## config.mk

```make
export PLATFORM = sky130hd
export DESIGN_NAME = phy_mode_cfg_regs
export DESIGN_NICKNAME = d
export VERILOG_FILES = /design/src/verilog/phy_mode_cfg_pkg.sv /design/src/verilog/phy_mode_cfg_regs.sv
export SDC_FILE = /design/constraint.sdc
export NUM_CORES = 1
export LEC_CHECK = 0
export BUFFER_PORTS_ARGS = -buffer_cell sky130_fd_sc_hd__buf_4
export CAP_MARGIN = 40
export CORE_ASPECT_RATIO = 0.75
export CORE_MARGIN = 2
export CORE_UTILIZATION = 50
export CTS_BUF_LIST = sky130_fd_sc_hd__clkbuf_4 sky130_fd_sc_hd__clkbuf_8
export DETAILED_ROUTE_END_ITERATION = 7
export PLACE_DENSITY = 0.78
export SLEW_MARGIN = 10
export SYNTH_ARGS = -nofsm -noshare
export SYNTH_HDL_FRONTEND = slang
export SYNTH_SLANG_ARGS = --single-unit
```

## constraint.sdc

```tcl
create_clock -name sys_clk_i -period 4.8 [get_ports sys_clk_i]
set_clock_uncertainty 0.2 [all_clocks]
set_input_delay 0.96 -clock sys_clk_i [delete_from_list [all_inputs] [get_ports sys_clk_i]]
set_output_delay 0.96 -clock sys_clk_i [all_outputs]
set_load 0.005 [all_outputs]
```

## src/verilog/phy_mode_cfg_pkg.sv

```systemverilog
package phy_mode_cfg_pkg;

  // Byte offsets in configuration space
  localparam logic [7:0] OFS_LANE_DELTA = 8'h90;
  localparam logic [7:0] OFS_TX_MARGIN = 8'h94;
  localparam logic [7:0] OFS_OPMODE_CLK = 8'h98;

  // Lane mode and delta word
  localparam int LANE_MODE_LSB = 0;
  localparam int LANE_MODE_W = 7;
  localparam int DELTA_LSB = 15;
  localparam int DELTA_W = 17;
  localparam logic [16:0] DELTA_RST = 17'h00001;

  // Transmit margin word
  localparam int TX_MARGIN_LSB = 0;
  localparam int TX_MARGIN_W = 16;
  localparam logic [15:0] TX_MARGIN_RST = 16'h116B;

  // Operation mode word
  localparam int OPMODE_LSB = 0;
  localparam int OPMODE_W = 16;
  localparam logic [15:0] OPMODE_RST = 16'h0122;
  localparam int BOOT_ROM_BYPASS_BIT = 0;
  localparam int QUIESCENT_CURRENT_TEST_BIT = 1;
  localparam int FAST_MODE_BIT = 2;
  localparam int DEBUG_MODE_BIT = 3;
  localparam int PHY_MODE_BIT = 4;
  localparam int PACKAGE_SELECT_LSB = 5;
  localparam int LANE_CONFIGURATION_SELECT_LSB = 7;
  localparam int PAIR_EN_LSB = 16;
  localparam int PAIR_COUNT = 7;
  localparam logic [6:0] PAIR_EN_RST = 7'h1F;
  localparam int CLK_GLOBAL_DIS_BIT = 23;
  localparam int L1PM_LSB = 24;
  localparam int L1PM_W = 4;
  localparam logic [3:0] L1PM_RST = 4'h0;

  // Control byte six, retrain suppression
  localparam int RETRAIN_DIS_BIT = 0;

  // Cycles after reset release until the synchronised strap is valid
  localparam logic [1:0] STRAP_SETTLE = 2'h2;

endpackage

```

## src/verilog/phy_mode_cfg_regs.sv

```systemverilog
`timescale 1ns/1ps
// Notes on behaviour
// - Global disable bit twenty-three at one stops all clock outputs
// - Seven per-pair enables, one enables that pair
// - Per-pair enable field resets to 1Fh
// - Global disable resets to sampled powerdown strap
// - Control bit zero suppresses physical-error retrain
// - Loaders may overwrite read-only defaults after reset
// - Global fields live only in upstream port
// - Lane mode is low seven bits
// - Delta is bits 31:15, resets 0_0001h
// - Tx margin low sixteen bits, resets 116Bh
// - Operation mode low sixteen bits, resets 0122h
module phy_mode_cfg_regs
  import phy_mode_cfg_pkg::*;
#(
  parameter bit IS_UPSTREAM = 1'b1,
  parameter logic [7:0] CTRL6_RST = 8'h00
) (
  // Clock and reset
  input wire logic sys_clk_i,
  input wire logic rst_b_i,
  // Configuration space access
  input wire logic cfg_rd_i,
  input wire logic cfg_wr_i,
  input wire logic [7:0] cfg_addr_i,
  input wire logic [31:0] cfg_wdata_i,
  output logic [31:0] cfg_rdata_o,
  output logic cfg_rvalid_o,
  // SMBus, I2C or EEPROM autoload
  input wire logic load_wr_i,
  input wire logic [7:0] load_addr_i,
  input wire logic [31:0] load_data_i,
  input wire logic load_ctrl6_i,
  input wire logic [7:0] load_ctrl6_data_i,
  // Strap pin
  input wire logic clock_buffer_powerdown_strap_i,
  // Controls to the physical layer and clock buffers
  output logic [LANE_MODE_W-1:0] lane_mode_o,
  output logic [DELTA_W-1:0] delta_o,
  output logic [TX_MARGIN_W-1:0] tx_margin_o,
  output logic [OPMODE_W-1:0] operation_mode_o,
  output logic [L1PM_W-1:0] l1pm_option_o,
  output logic retrain_disable_o,
  output logic [PAIR_COUNT:1] reference_clock_output_pairs_en_o
);

  import phy_mode_cfg_pkg::*;

  ////////////////////////////////////////////////////////////////////////
  typedef struct packed {
    logic strap_s1;
    logic strap_s2;
    logic [1:0] settle;
    logic strap_done;
    logic [31:0] lane_delta;
    logic [31:0] tx_margin;
    logic [31:0] opmode_clk;
    logic [7:0] ctrl6;
    logic [31:0] rdata;
    logic rvalid;
    logic [PAIR_COUNT:1] pair_en;
  } state_t;

  localparam logic [31:0] LANE_DELTA_RST =
    {(IS_UPSTREAM ? DELTA_RST : 17'h00000), 15'h0000};
  localparam logic [31:0] TX_MARGIN_WORD_RST =
    {16'h0000, (IS_UPSTREAM ? TX_MARGIN_RST : 16'h0000)};
  // Global disable starts at zero; the strap is taken once settled
  localparam logic [31:0] OPMODE_WORD_RST =
    {4'h0, L1PM_RST, 1'b0,
     (IS_UPSTREAM ? PAIR_EN_RST : 7'h00), OPMODE_RST};

  state_t q;
  state_t d;

  // Global fields are masked so a downstream port never holds them
  localparam logic [31:0] LANE_DELTA_MASK =
    IS_UPSTREAM ? 32'hFFFFFFFF : 32'h00007FFF;
  localparam logic [31:0] TX_MARGIN_MASK =
    IS_UPSTREAM ? 32'hFFFFFFFF : 32'h00000000;
  localparam logic [31:0] OPMODE_MASK =
    IS_UPSTREAM ? 32'hFFFFFFFF : 32'hFF00FFFF;

  ////////////////////////////////////////////////////////////////////////
  always_comb begin
    d = q;
    d.strap_s1 = clock_buffer_powerdown_strap_i;
    d.strap_s2 = q.strap_s1;
    d.rvalid = cfg_rd_i;
    if (q.settle != STRAP_SETTLE) begin
      d.settle = q.settle + 2'h1;
    end
    // Strap lands once; a loader write in the same cycle wins
    if (!q.strap_done && q.settle == STRAP_SETTLE) begin
      d.strap_done = 1'b1;
      if (IS_UPSTREAM) begin
        d.opmode_clk[CLK_GLOBAL_DIS_BIT] = q.strap_s2;
      end
    end
    // Loader path; cfg_wr_i and cfg_wdata_i are ignored on purpose
    if (load_wr_i) begin
      if (load_addr_i == OFS_LANE_DELTA) begin
        d.lane_delta = load_data_i & LANE_DELTA_MASK;
      end else if (load_addr_i == OFS_TX_MARGIN) begin
        d.tx_margin = load_data_i & TX_MARGIN_MASK;
      end else if (load_addr_i == OFS_OPMODE_CLK) begin
        d.opmode_clk = load_data_i & OPMODE_MASK;
      end
    end
    if (load_ctrl6_i) begin
      d.ctrl6 = load_ctrl6_data_i;
    end
    // Reads return stored words, reserved bits included
    d.rdata = 32'h00000000;
    if (cfg_rd_i) begin
      if (cfg_addr_i == OFS_LANE_DELTA) begin
        d.rdata = q.lane_delta;
      end else if (cfg_addr_i == OFS_TX_MARGIN) begin
        d.rdata = q.tx_margin;
      end else if (cfg_addr_i == OFS_OPMODE_CLK) begin
        d.rdata = q.opmode_clk;
      end
    end
    // Pair enables use the current word so outputs track it in one cycle
    for (int i = 1; i <= PAIR_COUNT; i++) begin
      d.pair_en[i] = IS_UPSTREAM &&
        !q.opmode_clk[CLK_GLOBAL_DIS_BIT] &&
        q.opmode_clk[PAIR_EN_LSB + i - 1];
    end
  end

  ////////////////////////////////////////////////////////////////////////
  always_ff @(posedge sys_clk_i or negedge rst_b_i) begin
    if (!rst_b_i) begin
      q.strap_s1 <= 1'b0;
      q.strap_s2 <= 1'b0;
      q.settle <= 2'h0;
      q.strap_done <= 1'b0;
      q.lane_delta <= LANE_DELTA_RST;
      q.tx_margin <= TX_MARGIN_WORD_RST;
      q.opmode_clk <= OPMODE_WORD_RST;
      q.ctrl6 <= CTRL6_RST;
      q.rdata <= 32'h00000000;
      q.rvalid <= 1'b0;
      q.pair_en <= 7'h00;
    end else begin
      q <= d;
    end
  end

  ////////////////////////////////////////////////////////////////////////
  assign cfg_rdata_o = q.rdata;
  assign cfg_rvalid_o = q.rvalid;
  assign lane_mode_o = q.lane_delta[LANE_MODE_LSB +: LANE_MODE_W];
  assign delta_o = q.lane_delta[DELTA_LSB +: DELTA_W];
  assign tx_margin_o = q.tx_margin[TX_MARGIN_LSB +: TX_MARGIN_W];
  assign operation_mode_o = q.opmode_clk[OPMODE_LSB +: OPMODE_W];
  assign l1pm_option_o = q.opmode_clk[L1PM_LSB +: L1PM_W];
  assign retrain_disable_o = q.ctrl6[RETRAIN_DIS_BIT];
  assign reference_clock_output_pairs_en_o = q.pair_en;

endmodule

```

==> Flow_metrics.wiki <==
{| class="wikitable"
! Metric !! Value
|-
| Result of the run || complete, no violations
|-
| Final Non-Filler Cells || 757
|-
| Average instance area after synthesis || 12.7 µm²
|-
| CTS tree || done
|-
| Type of the worst setup path || in -> reg
|-
| Combinational family with the most area after synthesis || multiplexers
|-
| Ys Warns || 0
|-
| Area of the placeable core || 12900 µm²
|-
| Filler cell count || 1053
|-
| Post-DRT Antenna Nets || 0
|-
| Drc violations || 0
|-
| Library cell used as clock root buffer || sky130_fd_sc_hd__clkbuf_8
|-
| Clock network latency to the later pin of the worst-skew pair || 440 ps
|-
| Initial antenna violation count || 0
|-
| Largest cells by area after synthesis || sky130_fd_sc_hd__dfrtp_1 48%, sky130_fd_sc_hd__mux2_2 17%, sky130_fd_sc_hd__buf_4 12%
|-
| Die outline area || 14000 µm²
|-
| Wire length of the first global-routing pass || 20900 µm
|-
| Post-synth top area share || 48.3%
|-
| Number of global-route vias before repair || 4039
|-
| Hold Crit Start || d[147]$_DFF_PN0_
|-
| Crit share post-route || 54.1%
|-
| Net count after synthesis || 611
|-
| Antenna Cells || 0
|-
| Basic-gate share of the synthesized area counting and, or, nand and nor cells || 7.20%
|-
| Type of the tightest min-delay check || reg -> reg
|-
| Routability cong. || 0.753
|-
| Worst Max-Slew Pin Slew || 673 ps
|-
| Area delta synth->final || 15.3%
|-
| Pin count of the biggest net entering global routing || 71
|-
| Most heavily used metal layer in global routing || met2
|-
| Ordered cell list for the critical path || buf_4, nor4bb_1, and3b_2, buf_16, mux2_2
|-
| Commonest cells after routing, fill and taps aside || 159 x sky130_fd_sc_hd__buf_4, 126 x sky130_fd_sc_hd__dfrtp_1, 97 x sky130_fd_sc_hd__mux2_2
|-
| Nets@finish || 669
|-
| Cell count after placement || 725
|-
| Instance count of the mapped netlist || 515
|-
| Sinks on the clock net || 142
|-
| Static leakage || 3.79 nW
|-
| Aggregate negative setup slack || 0 ps
|-
| Launching element of the worst setup path || load_addr_i[2]
|-
| Width of the chip || 136 µm
|-
| Hold violation total from the final report || 0
|-
| Max-capacitance violation count || 0
|-
| Clock tree buffer depth || 2
|-
| Post-detailed-placement half-perimeter wirelength || 8650 µm
|-
| Fraction of layout cells with a size suffix above 1 || 58.9%
|-
| Arrival time of data at the critical path endpoint || 2720 ps
|-
| Drt first pass iters || 4
|-
| Max Clk Rate || 385 MHz
|-
| Crit-path max cell delay || 550 ps
|-
| Sequential area share after synthesis || 54.7%
|-
| Reg clk slew, reported paths || 80 ps
|-
| Effective utilization at floorplan || 50.7%
|-
| Adder-cell share of the synthesized area || 0.192%
|-
| Post-cts gate resize count || 0
|-
| Global routing usage on met1 || 25.3%
|-
| Number of buffers and inverters on the critical path || 2
|-
| Launch instance of the worst register-to-register path || q[145]$_DFFE_PN0P_
|-
| Number of core rows || 36
|-
| Unrepaired setup endpoints after global routing || false
|-
| Post-synthesis compound-gate area fraction || 2.53%
|-
| IR Drop Worst-Case VDD || 215 µV
|-
| Via count normalized by instance count || 5.08
|-
| Critical Path End Type || flip-flop
|-
| Number of setup violations in the final report || 0
|-
| Vias post-DR || 3843
|-
| Total global-route track usage || 20.3%
|-
| Area share of xor/xnor cells in the synthesized design || 0.134%
|-
| Critical path fanouts, max || 20
|-
| Critical Path Slowest Stage Cell || sky130_fd_sc_hd__and3b_2
|-
| Power per Cell Area || 317 nW/µm²
|-
| Wire length per cell after detailed routing || 17.8 µm
|-
| Slew Viols, Final || 0
|-
| Worst rel slew slack || 55.2%
|-
| Most common cell after layout, fill and taps aside || sky130_fd_sc_hd__buf_4
|-
| Post-layout min period || 2600 ps
|-
| #FFs+latches synth || 142
|-
| Share of cell area taken by muxes after synthesis || 21.8%
|-
| Final routed wirelength across all metal layers || 13500 µm
|-
| Critical Path Source Type || input pin
|-
| Met3 track demand over resource || 7.03%
|-
| Number of distinct library cells after synthesis || 23
|-
| Number of placed I/O pins || 196
|-
| Die boundary height || 103 µm
|-
| PortBufs || 155
|-
| Mapped Area || 6530 µm²
|-
| Crit path max-delay family || simple AND/OR/NAND/NOR gates
|-
| Total congestion overflow || 0
|-
| Cell type with the highest aggregate area in the netlist || sky130_fd_sc_hd__dfrtp_1
|-
| Number of buffers inserted during clock tree synthesis || 17
|-
| Detailed Route Iter0 Violations || 112
|-
| Setup Buffers After CTS || 0
|-
| Required arrival time at the worst endpoint || 4920 ps
|-
| Hold Buf Count CTS || 0
|-
| Clock H-tree levels || 4
|-
| Met2 Use GR || 33.6%
|}
registers in the layout, summed over array words and instances (netlist names):
register,cells
q,40
lane_mode_o,7
reference_clock_output_pairs_en_o,7
retrain_disable_o,1
tx_margin_o,16
delta_o,17
cfg_rdata_o,32
l1pm_option_o,4
operation_mode_o,16
d,1
cfg_rvalid_o,1
stage by stage:
| stage | cell area [µm²] | utilization (%) | total power, mW | hold WS [ps] | setup slack, ps |
|---|---|---|---|---|---|
| 2_1_floorplan | 6530 | - | 1.40 | 131 | 2410 |
| 6_report | 7530 | 58.5 | 2.38 | 156 | 2200 |
| 5_1_grt | 7530 | 58.5 | 2.50 | 162 | 2110 |
| 3_3_place_gp | 7100 | 55.1 | 1.49 | 136 | 1690 |
| 4_1_cts | 7530 | 58.5 | 2.41 | 159 | 2210 |
| 3_5_place_dp | 7150 | 55.5 | 1.50 | 141 | 1730 |
layout make-up:
type                       count  area, µm²  area share, %
clock buffer                  26        320           4.25
timing repair buffer         162       1260           16.7
sequential                   142       3570           47.4
multi-input combinational    249       2100           27.9
clock inverter                 6       61.3          0.814
tap                          171        214           2.84
inverter                       1       3.75         0.0498
report_power, final:
group | switching, mW | internal, mW
registers | 0.0313 | 1.24
logic | 0.0886 | 0.113
clock network | 0.424 | 0.484
total | 0.543 | 1.84
metal layers:
metal	routed length [µm]	vias up
li1	-	1742
met3	918	15
met1	5830	1962
met5	0	-
met2	6600	124
met4	161	0
logic make-up (layout without fill, tap and decap cells):
| group | Yosys count | in the layout |
|---|---|---|
| multiplexers | 130 | 130 |
| AND/OR/NAND/NOR | 84 | 84 |
| XOR/XNOR | 1 | 1 |
| flip-flops | 142 | 142 |
| buffers and inverters | 124 | 195 |
| adder cells (fa/ha/maj) | 1 | 1 |
| AO/OA/AOI/OAI | 33 | 33 |
final timing paths:
kind / to / slack [ps] / depth (start not counted)
worst max register to register: q[71]$_DFF_PN0_ / 3070 / 5
min in group asynchronous: reference_clock_output_pairs_en_o[7]$_DFF_PN0_ / 310 / 1
worst max-delay path: delta_o[16]$_DFFE_PN0P_ / 2200 / 5
worst min register to register: q[147]$_DFF_PN0_ / 160 / 0
worst min-delay path: q[147]$_DFF_PN0_ / 160 / 0
max in group asynchronous: q[64]$_DFFE_PN1P_ / 3120 / 2
cell usage after synthesis:
cell type / instances
sky130_fd_sc_hd__and3b_1: 1
sky130_fd_sc_hd__mux2_1: 1
sky130_fd_sc_hd__nor2b_1: 9
sky130_fd_sc_hd__mux2i_1: 32
sky130_fd_sc_hd__o21ai_0: 1
sky130_fd_sc_hd__buf_6: 3
sky130_fd_sc_hd__clkbuf_1: 10
sky130_fd_sc_hd__dfrtp_1: 126
sky130_fd_sc_hd__or2_2: 33
sky130_fd_sc_hd__clkbuf_2: 1
sky130_fd_sc_hd__nand2_1: 34
sky130_fd_sc_hd__buf_2: 8
sky130_fd_sc_hd__inv_1: 1
sky130_fd_sc_hd__nor4b_4: 1
sky130_fd_sc_hd__nor3b_1: 1
sky130_fd_sc_hd__buf_4: 101
sky130_fd_sc_hd__xnor2_1: 1
sky130_fd_sc_hd__dfstp_2: 16
sky130_fd_sc_hd__nor4bb_1: 3
sky130_fd_sc_hd__mux2_2: 97
sky130_fd_sc_hd__nand3_1: 2
sky130_fd_sc_hd__ha_1: 1
sky130_fd_sc_hd__a21oi_1: 32
Power figures use the tool's default switching activity.
